===== config.mk =====
export PLATFORM = sky130hd
export DESIGN_NAME = pdt_ctrl
export DESIGN_NICKNAME = d
export VERILOG_FILES = /design/src/pkg/pdt_pkg.sv /design/src/hw/pdt_group.sv /design/src/hw/pdt_por.sv /design/src/hw/pdt_ctrl.sv
export SDC_FILE = /design/constraint.sdc
export NUM_CORES = 1
export LEC_CHECK = 0
export BUFFER_PORTS_ARGS = -buffer_cell sky130_fd_sc_hd__buf_2
export CORE_MARGIN = 2
export CORE_UTILIZATION = 47
export DETAILED_ROUTE_END_ITERATION = 10
export PLACE_DENSITY = 0.85
export SKIP_CTS_REPAIR_TIMING = 1
export SYNTH_ARGS = -nofsm -noshare
export SYNTH_HDL_FRONTEND = slang
export SYNTH_HIERARCHICAL = 1
export SYNTH_SLANG_ARGS = --single-unit
export TNS_END_PERCENT = 10

===== constraint.sdc =====
create_clock -name pclk -period 1.9 [get_ports pclk]
set_input_delay 0.095 -clock pclk [delete_from_list [all_inputs] [get_ports pclk]]
set_output_delay 0.095 -clock pclk [all_outputs]
set_load 0.02 [all_outputs]

===== src/pkg/pdt_pkg.sv =====
// Constants and types shared by the power domain transition controller files
package pdt_pkg;
	// Register byte offsets
	localparam logic [11:0] PDT_OFF_TRIGGER  = 12'h000; // domain_transition_trigger
	localparam logic [11:0] PDT_OFF_BUSY     = 12'h004; // domain_transition_busy
	localparam logic [11:0] PDT_OFF_STATUS   = 12'h008; // always_on_domain_status
	localparam logic [11:0] PDT_OFF_IRQ_STAT = 12'h00C; // Sticky event flags, write one to clear
	localparam logic [11:0] PDT_OFF_IRQ_MASK = 12'h010; // Event enables
	// Trigger and busy bit positions
	localparam int PDT_AON_BIT = 0;
	localparam int PDT_RAM_BIT = 1;
	// Status word layout
	localparam int PDT_STATE_W      = 5;
	localparam int PDT_POR_BIT      = 8;
	localparam int PDT_DOMAIN_RESET_COMPLETE_BIT  = 9;
	localparam int PDT_DBG_BIT      = 11;
	localparam logic [4:0] PDT_STATE_OFF   = 5'h00;
	localparam logic [4:0] PDT_STATE_ON    = 5'h01;
	localparam logic [4:0] PDT_STATE_TRANS = 5'h10;
	// Event bits in the sticky status and mask registers
	localparam int PDT_IRQ_W        = 3;
	localparam int PDT_IRQ_AON_DONE = 0;
	localparam int PDT_IRQ_RAM_DONE = 1;
	localparam int PDT_IRQ_DBG      = 2;
	localparam logic [2:0] PDT_IRQ_RESET = 3'h0;
	// Sizes and timing counts in pclk cycles
	localparam int PDT_AON_MODS       = 4;
	localparam int PDT_RAM_MODS       = 2;
	localparam int PDT_TRANS_CYCLES   = 4;
	localparam int PDT_POR_REL_CYCLES = 8;
	localparam int PDT_POR_DONE_CYCLES = 16;
	localparam int PDT_CNT_W          = 8;
	// Transition group sequencer
	typedef enum logic [1:0] {
		GRP_IDLE = 2'b00,
		GRP_RUN  = 2'b01,
		GRP_DONE = 2'b11
	} pdt_grp_state_type;
	// Power-on reset sequencer
	typedef enum logic [1:0] {
		POR_HOLD     = 2'b00,
		POR_RELEASED = 2'b01,
		POR_COMPLETE = 2'b11
	} pdt_por_state_type;
endpackage : pdt_pkg


===== src/hw/pdt_group.sv =====
// Transition sequencer for one group of domains and modules
`timescale 1ns/100ps
module pdt_group
	import pdt_pkg::*;
#(
	parameter int W            = 2,
	parameter int TRANS_CYCLES = PDT_TRANS_CYCLES
) (
	input  wire logic         pclk,
	input  wire logic         presetn,
	input  wire logic         go,
	input  wire logic [W-1:0] target,
	output logic      [W-1:0] current,
	output logic              busy,
	output logic              done
);
	// Whole state of the group
	typedef struct packed {
		pdt_grp_state_type    state;
		logic [W-1:0]         current; // Present state of each item, 1 = on
		logic [W-1:0]         mask;    // Items that differed at the trigger
		logic [W-1:0]         target;  // Targets captured at the trigger
		logic [PDT_CNT_W-1:0] cnt;
	} pdt_grp_reg_type;

	pdt_grp_reg_type r_reg;
	pdt_grp_reg_type r_next;
	localparam logic [PDT_CNT_W-1:0] CNT_LAST = PDT_CNT_W'(TRANS_CYCLES - 1);

	// Next state
	always_comb begin
		r_next = r_reg;
		case (r_reg.state)
			GRP_IDLE: begin
				// Only mismatched items move; a zero write never gets here
				if (go && (|(target ^ r_reg.current))) begin
					r_next.mask   = target ^ r_reg.current;
					r_next.target = target;
					r_next.cnt    = '0;
					r_next.state  = GRP_RUN;
				end
			end
			GRP_RUN: begin
				// Triggers while running are not queued; software polls busy first
				if (r_reg.cnt == CNT_LAST) begin
					r_next.current = (r_reg.current & ~r_reg.mask) | (r_reg.target & r_reg.mask);
					r_next.state   = GRP_DONE;
				end else begin
					r_next.cnt = r_reg.cnt + 1'b1;
				end
			end
			GRP_DONE: begin
				r_next.state = GRP_IDLE;
			end
			default: begin
				r_next.state = GRP_IDLE;
			end
		endcase
	end

	// State register
	always_ff @(posedge pclk or negedge presetn) begin
		if (!presetn) begin
			r_reg <= '{GRP_IDLE, '0, '0, '0, '0};
		end else begin
			r_reg <= r_next;
		end
	end

	assign current = r_reg.current;
	assign busy    = (r_reg.state != GRP_IDLE);
	assign done    = (r_reg.state == GRP_DONE);

	localparam int BUSY_MAX = 300;
endmodule : pdt_group


===== src/hw/pdt_por.sv =====
// Power-on reset sequencer for the always-on domain status bits
`timescale 1ns/100ps
module pdt_por
	import pdt_pkg::*;
#(
	parameter int REL_CYCLES  = PDT_POR_REL_CYCLES,
	parameter int DONE_CYCLES = PDT_POR_DONE_CYCLES
) (
	input  wire logic pclk,
	input  wire logic presetn,
	output logic      released,
	output logic      complete
);
	// Whole state of the sequencer
	typedef struct packed {
		pdt_por_state_type    state;
		logic [PDT_CNT_W-1:0] cnt;
	} pdt_por_reg_type;

	pdt_por_reg_type r_reg;
	pdt_por_reg_type r_next;
	localparam logic [PDT_CNT_W-1:0] REL_LAST  = PDT_CNT_W'(REL_CYCLES - 1);
	localparam logic [PDT_CNT_W-1:0] DONE_LAST = PDT_CNT_W'(DONE_CYCLES - 1);

	// Count from reset release through release and completion
	always_comb begin
		r_next = r_reg;
		case (r_reg.state)
			POR_HOLD: begin
				r_next.cnt = r_reg.cnt + 1'b1;
				if (r_reg.cnt == REL_LAST) begin
					r_next.state = POR_RELEASED;
				end
			end
			POR_RELEASED: begin
				r_next.cnt = r_reg.cnt + 1'b1;
				if (r_reg.cnt == DONE_LAST) begin
					r_next.state = POR_COMPLETE;
				end
			end
			POR_COMPLETE: begin
				r_next.cnt = r_reg.cnt; // Sequence ends here until the next reset
			end
			default: begin
				r_next.state = POR_HOLD;
			end
		endcase
	end

	// State register
	always_ff @(posedge pclk or negedge presetn) begin
		if (!presetn) begin
			r_reg <= '{POR_HOLD, '0};
		end else begin
			r_reg <= r_next;
		end
	end

	assign released = (r_reg.state != POR_HOLD);
	assign complete = (r_reg.state == POR_COMPLETE);
endmodule : pdt_por


===== src/hw/pdt_ctrl.sv =====
// Power domain transition controller: APB registers, groups, status and interrupt
// Overview of operation
// - Trigger bit 1 examines RAM domain and modules
// - Trigger bit 0 examines always-on modules only
// - Only mismatched items move to their target
// - Writing zero to trigger bits does nothing
// - Busy bit 1 shows RAM domain transitioning
// - Busy bit 0 shows always-on domain transitioning
// - Busy reads zero when transitions have finished
// - State field: 0 off, 1h on, 10h transition
// - Status bit 8 one once domain reset released
// - Status bit 9 one once reset sequence done
// - Status bit 11 flags debug override event
// - Always-on domain always stays on; state field reads off until domain reset released
// - Enable bit gates debug override interrupt
`timescale 1ns/100ps
module pdt_ctrl
	import pdt_pkg::*;
#(
	parameter int AON_MODS     = PDT_AON_MODS,
	parameter int RAM_MODS     = PDT_RAM_MODS,
	parameter int TRANS_CYCLES = PDT_TRANS_CYCLES
) (
	input  wire logic                pclk,
	input  wire logic                presetn,
	input  wire logic                psel,
	input  wire logic                penable,
	input  wire logic                pwrite,
	input  wire logic [11:0]         paddr,
	input  wire logic [31:0]         pwdata,
	output logic      [31:0]         prdata,
	output logic                     pready,
	output logic                     pslverr,
	output logic                     irq,
	input  wire logic [AON_MODS-1:0] aon_mod_next,
	input  wire logic                ram_domain_next,
	input  wire logic [RAM_MODS-1:0] ram_mod_next,
	input  wire logic                debug_override_irq_enable,
	input  wire logic                debug_override_req,
	output logic      [AON_MODS-1:0] aon_mod_state,
	output logic                     ram_domain_state,
	output logic      [RAM_MODS-1:0] ram_mod_state
);
	// Whole state of the top level
	typedef struct packed {
		logic [31:0]          prdata;   // Read data, loaded in the setup cycle
		logic                 pslverr;  // Unmapped address seen in setup
		logic [PDT_IRQ_W-1:0] irq_stat; // Sticky event flags
		logic [PDT_IRQ_W-1:0] irq_mask; // Event enables
		logic                 dbg_s1;   // Synchroniser first stage
		logic                 dbg_s2;   // Synchroniser second stage
		logic                 dbg_s3;   // Edge detect history
	} pdt_top_reg_type;

	pdt_top_reg_type r_reg;
	pdt_top_reg_type r_next;

	// Bus decode
	logic setup;      // First cycle of a transfer
	logic wr_access;  // Write takes effect this edge
	logic mapped;     // Address hits a register
	logic go_aon;     // Trigger pulse, always-on group
	logic go_ram;     // Trigger pulse, RAM group
	logic dbg_event;  // Rising edge of the debug override request
	// Group results
	logic                aon_busy;
	logic                aon_done;
	logic                ram_busy;
	logic                ram_done;
	logic [RAM_MODS:0]   ram_current;
	logic                por_released;
	logic                por_complete;
	// Read views
	logic [4:0]           aon_state;
	logic [31:0]          busy_word;
	logic [31:0]          status_word;
	logic [PDT_IRQ_W-1:0] events;
	logic [PDT_IRQ_W-1:0] irq_gate;

	assign setup     = psel && !penable;
	assign wr_access = psel && penable && pwrite;
	assign mapped    = (paddr == PDT_OFF_TRIGGER) || (paddr == PDT_OFF_BUSY) || (paddr == PDT_OFF_STATUS)
		|| (paddr == PDT_OFF_IRQ_STAT) || (paddr == PDT_OFF_IRQ_MASK);
	// Only a one in a trigger bit starts anything; zeros and upper bits are dropped
	assign go_aon = wr_access && (paddr == PDT_OFF_TRIGGER) && pwdata[PDT_AON_BIT];
	assign go_ram = wr_access && (paddr == PDT_OFF_TRIGGER) && pwdata[PDT_RAM_BIT];
	// Read only the second and third stages so metastability never reaches logic
	assign dbg_event = r_reg.dbg_s2 && !r_reg.dbg_s3;

	// Always-on modules; the domain itself has no target and stays on
	pdt_group #(
		.W            (AON_MODS),
		.TRANS_CYCLES (TRANS_CYCLES)
	) u_aon_group (
		.pclk    (pclk),
		.presetn (presetn),
		.go      (go_aon),
		.target  (aon_mod_next),
		.current (aon_mod_state),
		.busy    (aon_busy),
		.done    (aon_done)
	);

	// RAM domain: bit 0 is the domain, the rest its modules
	pdt_group #(
		.W            (RAM_MODS + 1),
		.TRANS_CYCLES (TRANS_CYCLES)
	) u_ram_group (
		.pclk    (pclk),
		.presetn (presetn),
		.go      (go_ram),
		.target  ({ram_mod_next, ram_domain_next}),
		.current (ram_current),
		.busy    (ram_busy),
		.done    (ram_done)
	);

	// Always-on domain power-on reset sequence
	pdt_por u_por (
		.pclk     (pclk),
		.presetn  (presetn),
		.released (por_released),
		.complete (por_complete)
	);

	assign ram_domain_state = ram_current[0];
	assign ram_mod_state    = ram_current[RAM_MODS:1];

	// Read words; reserved bits are constant zero
	always_comb begin
		// Off until the domain reset lets go, then on, or transition while busy; never off afterwards
		if (!por_released) begin
			aon_state = PDT_STATE_OFF;
		end else if (aon_busy) begin
			aon_state = PDT_STATE_TRANS;
		end else begin
			aon_state = PDT_STATE_ON;
		end
		busy_word                  = 32'h0000_0000;
		busy_word[PDT_AON_BIT]     = aon_busy;
		busy_word[PDT_RAM_BIT]     = ram_busy;
		status_word                = 32'h0000_0000;
		status_word[PDT_STATE_W-1:0] = aon_state;
		status_word[PDT_POR_BIT]   = por_released;
		status_word[PDT_DOMAIN_RESET_COMPLETE_BIT] = por_complete;
		status_word[PDT_DBG_BIT]   = r_reg.irq_stat[PDT_IRQ_DBG];
	end

	// Events feeding the sticky flags
	always_comb begin
		events                   = PDT_IRQ_RESET;
		events[PDT_IRQ_AON_DONE] = aon_done;
		events[PDT_IRQ_RAM_DONE] = ram_done;
		events[PDT_IRQ_DBG]      = dbg_event;
		// The override event also needs its own domain-level enable
		irq_gate                 = r_reg.irq_mask;
		irq_gate[PDT_IRQ_DBG]    = r_reg.irq_mask[PDT_IRQ_DBG] && debug_override_irq_enable;
	end

	// Next state of registers and bus answer
	always_comb begin
		r_next        = r_reg;
		r_next.dbg_s1 = debug_override_req;
		r_next.dbg_s2 = r_reg.dbg_s1;
		r_next.dbg_s3 = r_reg.dbg_s2;
		// Answer prepared in setup so the zero-wait access finds it in a flop
		if (setup) begin
			r_next.pslverr = !mapped;
			r_next.prdata  = 32'h0000_0000;
			if (!pwrite) begin
				case (paddr)
					PDT_OFF_BUSY: begin
						r_next.prdata = busy_word;
					end
					PDT_OFF_STATUS: begin
						r_next.prdata = status_word;
					end
					PDT_OFF_IRQ_STAT: begin
						r_next.prdata[PDT_IRQ_W-1:0] = r_reg.irq_stat;
					end
					PDT_OFF_IRQ_MASK: begin
						r_next.prdata[PDT_IRQ_W-1:0] = r_reg.irq_mask;
					end
					default: begin
						r_next.prdata = 32'h0000_0000; // Trigger is write-only
					end
				endcase
			end
		end
		// A new event in the clearing cycle survives the clear
		if (wr_access && (paddr == PDT_OFF_IRQ_STAT)) begin
			r_next.irq_stat = (r_reg.irq_stat & ~pwdata[PDT_IRQ_W-1:0]) | events;
		end else begin
			r_next.irq_stat = r_reg.irq_stat | events;
		end
		if (wr_access && (paddr == PDT_OFF_IRQ_MASK)) begin
			r_next.irq_mask = pwdata[PDT_IRQ_W-1:0];
		end
	end

	// State register
	always_ff @(posedge pclk or negedge presetn) begin
		if (!presetn) begin
			r_reg <= '{32'h0000_0000, 1'b0, PDT_IRQ_RESET, PDT_IRQ_RESET, 1'b0, 1'b0, 1'b0};
		end else begin
			r_reg <= r_next;
		end
	end

	assign prdata  = r_reg.prdata;
	assign pslverr = r_reg.pslverr;
	// Zero wait states: every transfer is setup plus one access cycle,
	// so a master can never use pready to hold off a trigger
	assign pready  = 1'b1;
	assign irq     = |(r_reg.irq_stat & irq_gate);
endmodule : pdt_ctrl


After elaboration in Yosys (flattened, before gate mapping)
Cells that the tools add are included.
{"block": "word_totals", "reg_bits": 93, "word_cells": 122}
{"block": "op_classes", "eq_ne": 22, "mux": 21, "add_sub_neg": 3, "reduce_logical": 41, "bitwise_logic": 16}
{"operator": "$mux W8", "count": 4}
{"operator": "$pmux W8 S2", "count": 2}
{"operator": "$add A8 B1 Y8 const B", "count": 3}
{"operator": "$eq A12 B4 Y1 const B", "count": 2}
{"operator": "$eq A8 B2 Y1 const B", "count": 2}
{"operator": "$mux W5", "count": 3}
{"operator": "$and A3 B3 Y3", "count": 4}
{"operator": "$eq A12 B3 Y1 const B", "count": 1}
{"operator": "$eq A12 B5 Y1 const B", "count": 1}
{"operator": "$logic_and A1 B1 Y1", "count": 12}
{"operator": "$logic_not A12 Y1", "count": 1}
{"operator": "$mux W12", "count": 1}
{"operator": "$ne A2 B1 Y1 const B", "count": 6}
{"operator": "$pmux W3 S4", "count": 1}
{"operator": "$reduce_and A2 Y1", "count": 6}
{"operator": "$reduce_bool A2 Y1", "count": 5}
{"operator": "$mux W9", "count": 1}
{"operator": "$or A3 B3 Y3", "count": 3}
{"operator": "$reduce_and A3 Y1", "count": 3}
{"operator": "$and A4 B4 Y4", "count": 2}
{"operator": "$eq A8 B3 Y1 const B", "count": 1}
{"operator": "$eq A8 B4 Y1 const B", "count": 1}
{"operator": "$mux W2", "count": 4}
{"operator": "$pmux W2 S2", "count": 2}
{"operator": "18 further kinds", "count": 32}

Logic depth before layout (Yosys ltp)
{"block": "depth", "word_depth": 7, "ltp_mapped": 8}

Hierarchy
Netlist, hierarchy kept.
{"module": "pdt_group at u_aon_group", "instances": 1, "area_each_um2": 1108.6, "cells_per_inst": 103}
{"module": "pdt_ctrl", "instances": 1, "area_each_um2": 1082.3, "cells_per_inst": 110}
{"module": "pdt_group at u_ram_group", "instances": 1, "area_each_um2": 970.9, "cells_per_inst": 89}
{"module": "pdt_por", "instances": 1, "area_each_um2": 456.7, "cells_per_inst": 35}

Least setup slack after synthesis
No wires, ideal clock.
{"block": "synth_timing", "kind": "input to register", "start": "input port paddr[9]", "end": "register u_aon_group/r_reg[5] in the netlist's numbering", "required_time_ns": 1.774, "path_stages": 7, "setup_slack_ns": -0.396, "t_arrival_ns": 2.170, "path_buffers": 0, "cell_sequence": "or4_4 nor4_4 and3_2 nor3b_2 o41ai_4 and3_1 a311o_1"}
{"block": "synth_via", "elab_chain_len": 6}
{"element": "start: declaration", "line_no": "pdt_ctrl.sv:29", "source": "input wire logic [11:0] paddr,"}
{"element": "$logic_not A12 Y1", "line_no": "pdt_ctrl.sv:85", "source": "assign go_aon = wr_access && (paddr == PDT_OFF_TRIGGER) && pwdata[PDT_AON_BIT];"}
{"element": "$logic_and A1 B1 Y1 (2 in a row)", "line_no": "pdt_ctrl.sv:85"}
{"element": "via go_aon", "line_no": "pdt_ctrl.sv:62", "source": "logic go_aon;"}
{"element": "$logic_and A1 B1 Y1", "line_no": "pdt_group.sv:36", "source": "if (go && (|(target ^ r_reg.current))) begin"}
{"element": "$ne A2 B1 Y1 (no line)"}
{"element": "$reduce_and A3 Y1 (no line)"}
{"element": "end signal: assignment", "line_no": "pdt_group.sv:64", "source": "r_reg <= '{GRP_IDLE, '0, '0, '0, '0};"}
{"element": "end signal: assignment", "line_no": "pdt_group.sv:66", "source": "r_reg <= r_next;"}
{"element": "end: declaration", "line_no": "pdt_group.sv:26", "source": "pdt_grp_reg_type r_reg;"}
The timed path passes the listed nets, and every way through them passes these cells.
A chain may end at the register's enable or synchronous reset.

Final worst setup path
{"block": "layout_timing", "start": "input port paddr[9]", "end": "register u_ram_group/r_reg[8] in the netlist's numbering"}
{"block": "layout_via", "elab_chain_len": 5}
{"element": "$logic_not A12 Y1", "line_no": "pdt_ctrl.sv:86", "source": "assign go_ram = wr_access && (paddr == PDT_OFF_TRIGGER) && pwdata[PDT_RAM_BIT];"}
{"element": "$logic_and A1 B1 Y1 (2 in a row)", "line_no": "pdt_ctrl.sv:86"}
{"element": "via go_ram", "line_no": "pdt_ctrl.sv:63", "source": "logic go_ram;"}
{"element": "$logic_and A1 B1 Y1", "line_no": "pdt_group.sv:36"}
{"element": "$reduce_and A2 Y1 (no line)"}
{"element": "end signal: assignment", "line_no": "pdt_group.sv:64"}
{"element": "end signal: assignment", "line_no": "pdt_group.sv:66"}
{"element": "end: declaration", "line_no": "pdt_group.sv:26"}
The timed path passes the listed nets, and every way through them passes these cells.

==> flow_metrics.tcl <==
set metrics [dict create \
    drtPass1Iterations 4 \
    antenna_found_initial 0 \
    grt_pass1_vias 2608 \
    place_area_um2 3910 \
    ios 100 \
    syn_avg_cell_area_um2 10.7 \
    drive_above_1_share_pct 31.1 \
    finalCritPeriodShare_pct 98.0 \
    reg2reg_depth 5 \
    start_util_pct 49.1 \
    hold_violations 0 \
    end_kind "register" \
    fin_crit_ps 1860 \
    clkSinkCount 68 \
    fillers 612 \
    grtUsageTotal_pct 18.4 \
    insertion_delay_ps 350 \
    yosysTopAreaCell "dfrtp_1" \
    port_buffers 44 \
    viasPerCell 5.34 \
    r2r_slack_ps 40 \
    gp_congestion 0.916 \
    ys_ff_latch 68 \
    synth_area_leaders "dfrtp_1 47%, buf_4 8.3%, nand2_1 4.1%" \
    critPathKind "primary input to register" \
    whs_path_depth 2 \
    drc 0 \
    leakage_nw 2.04 \
    core_area_um2 7370 \
    vias 2660 \
    die_w_um 91.7 \
    fin_ws_ps 38.8 \
    async_reset_ff_share_pct 100 \
    fmax_mhz 537 \
    skew_ps 8.07 \
    syn_area_um2 3620 \
    status "completed" \
    antenna_left 0 \
    vdd_drop_max_uv 392 \
    n_antenna_cell 0 \
    stdcell_area_um2 4170 \
    hold_end "u_aon_group/r_reg[9]$_DFFE_PN0P_" \
    grt_setup_unrepaired "true" \
    worstHoldPathType "primary input to register" \
    hp-start "aon_mod_next[1]" \
    num_rows 31 \
    cp_data_required_time_ps 2130 \
    synth-edff-count 0 \
    slew_violations 0 \
    holdWs_ps 7.86 \
    layout_commonest_cell "dfrtp_1" \
    dp_cells 480 \
    dieArea_um2 8420 \
    power_density_nw_per_um2 708 \
    ys_types 66 \
    stdcell_count 498 \
    cts_max_level 3 \
    nNetsFinal 455 \
    place_worst_setup_slack_ps -313 \
    maxCapViolCount 0 \
    routed_wl_um 7330 \
    cts_made_buffers 9 \
    overflow 0 \
    crit_arrival_ps 2090 \
    synthFlopType "dfrtp_1" \
    clk_pin_slew_ps 70 \
    grt_max_degree 69 \
    path_max_fanout 12 \
    ys_warn_count 6 \
    postSynthCellCount 337 \
    setup_violations 0 \
    clk_path_buf_depth 2 \
    drt-initial-drc-count 244 \
    route.detailed.wl_per_inst_um 14.7 \
    ctsRootBufferMaster "clkbuf_8" \
    cts_tree "yes" \
    final_cell_mix "68 x dfrtp_1, 44 x buf_2, 40 x nand2_1, 26 x conb_1, 22 x nand3_1" \
    area_growth_syn_to_layout_pct 15.2 \
    dp_hpwl_um 5020 \
    synth_seq_area_share_pct 47.0 \
    die_height_um 91.7 \
    grt_pass1_wl_um 12400 \
    yosysTopAreaCellShare_pct 47.0 \
    start_kind "primary input" \
    r2r-start "u_aon_group/r_reg[1]$_DFFE_PN0P_" \
]
## how the worst max path moves through the flow
| stage | from | cells past startpoint | slack [ps] | end |
|---|---|---|---|---|
| after CTS | u_aon_group/r_reg[1]$_DFFE_PN0P_ | 5 | -20 | register |
| after detailed placement | paddr[9] | 8 | -310 | u_aon_group/r_reg[8]$_DFFE_PN0P_ |
| final | paddr[9] | 8 | 40 | u_ram_group/r_reg[8]$_DFFE_PN0P_ |
| after floorplan | paddr[9] | 7 | -330 | u_aon_group/r_reg[5]$_DFFE_PN0P_ |
| after global routing | paddr[9] | 8 | -50 | u_ram_group/r_reg[9]$_DFFE_PN0P_ |
| after global placement | paddr[9] | 8 | -290 | u_aon_group/r_reg[5]$_DFFE_PN0P_ |
## critical path: stages
cell	delay, ps
buf_2	100
or4_4	540
nor4_4	320
and3_2	230
inv_1	50
a311oi_2	210
buf_6	190
mux2_2	340
## cell usage after synthesis (2+ instances only)
library cell,number
a22o_1,5
xnor2_1,9
o211ai_1,3
nand4_1,2
and2_1,3
nor2_1,8
nor3_1,5
mux2_4,7
nand2b_1,5
clkbuf_1,4
ha_1,3
nor3_4,2
mux2_2,11
a21o_1,3
o31ai_1,4
inv_1,6
and3_1,2
o21ai_0,8
or2_2,4
o22ai_1,4
a41oi_1,2
conb_1,2
or3_1,7
nor2b_1,4
xor2_1,7
buf_2,3
nand2_1,40
nand3_1,22
or4b_4,2
buf_4,40
nand3b_1,2
and3_2,2
a21oi_1,6
dfrtp_1,68
## stage by stage
stage / power [mW] / util (%) / setup TNS, ps
after floorplan: 1.61 / - / -5280
after global placement: 1.65 / 53.1 / -5560
after detailed placement: 1.65 / 53.1 / -6520
after CTS: 2.98 / 56.2 / -28.1
after global routing: 3.06 / 56.6 / -401
final: 2.95 / 56.6 / 0
## layout make-up
| cell class | instances | area, µm² | share of cell area, % |
|---|---|---|---|
| Sequential cell | 68 | 1700 | 40.8 |
| Multi-Input combinational cell | 240 | 1670 | 40.0 |
| Timing Repair Buffer | 69 | 429 | 10.3 |
| Clock buffer | 10 | 138 | 3.30 |
| Tap cell | 99 | 124 | 2.97 |
| Clock inverter | 6 | 87.6 | 2.10 |
| Inverter | 6 | 22.5 | 0.540 |
## routing by layer
layer	vias up	GRT usage, %	wire (µm)
met2	84	30.5	3730
met1	1315	23.1	3060
li1	1249	-	-
met4	0	9.45	165
met3	12	3.53	375
met5	-	0	0
## cells by family after synthesis
group	after synthesis	synth area share, %
XOR/XNOR	16	3.87
buffers and inverters	53	9.75
multiplexers	19	6.60
flip-flops	68	47.0
other	2	0.208
AND/OR/NAND/NOR	127	21.1
adder cells (fa/ha/maj)	3	1.04
AO/OA/AOI/OAI	49	10.4
## where the power goes
group / switching [mW] / internal, mW / total, mW / leakage, nW
clock network: 0.552 / 0.771 / 1.32 / 0.105
logic: 0.124 / 0.0481 / 0.173 / 1.05
registers: 0.00301 / 1.45 / 1.46 / 0.883
No activity file was read; power rests on OpenSTA's default activity.
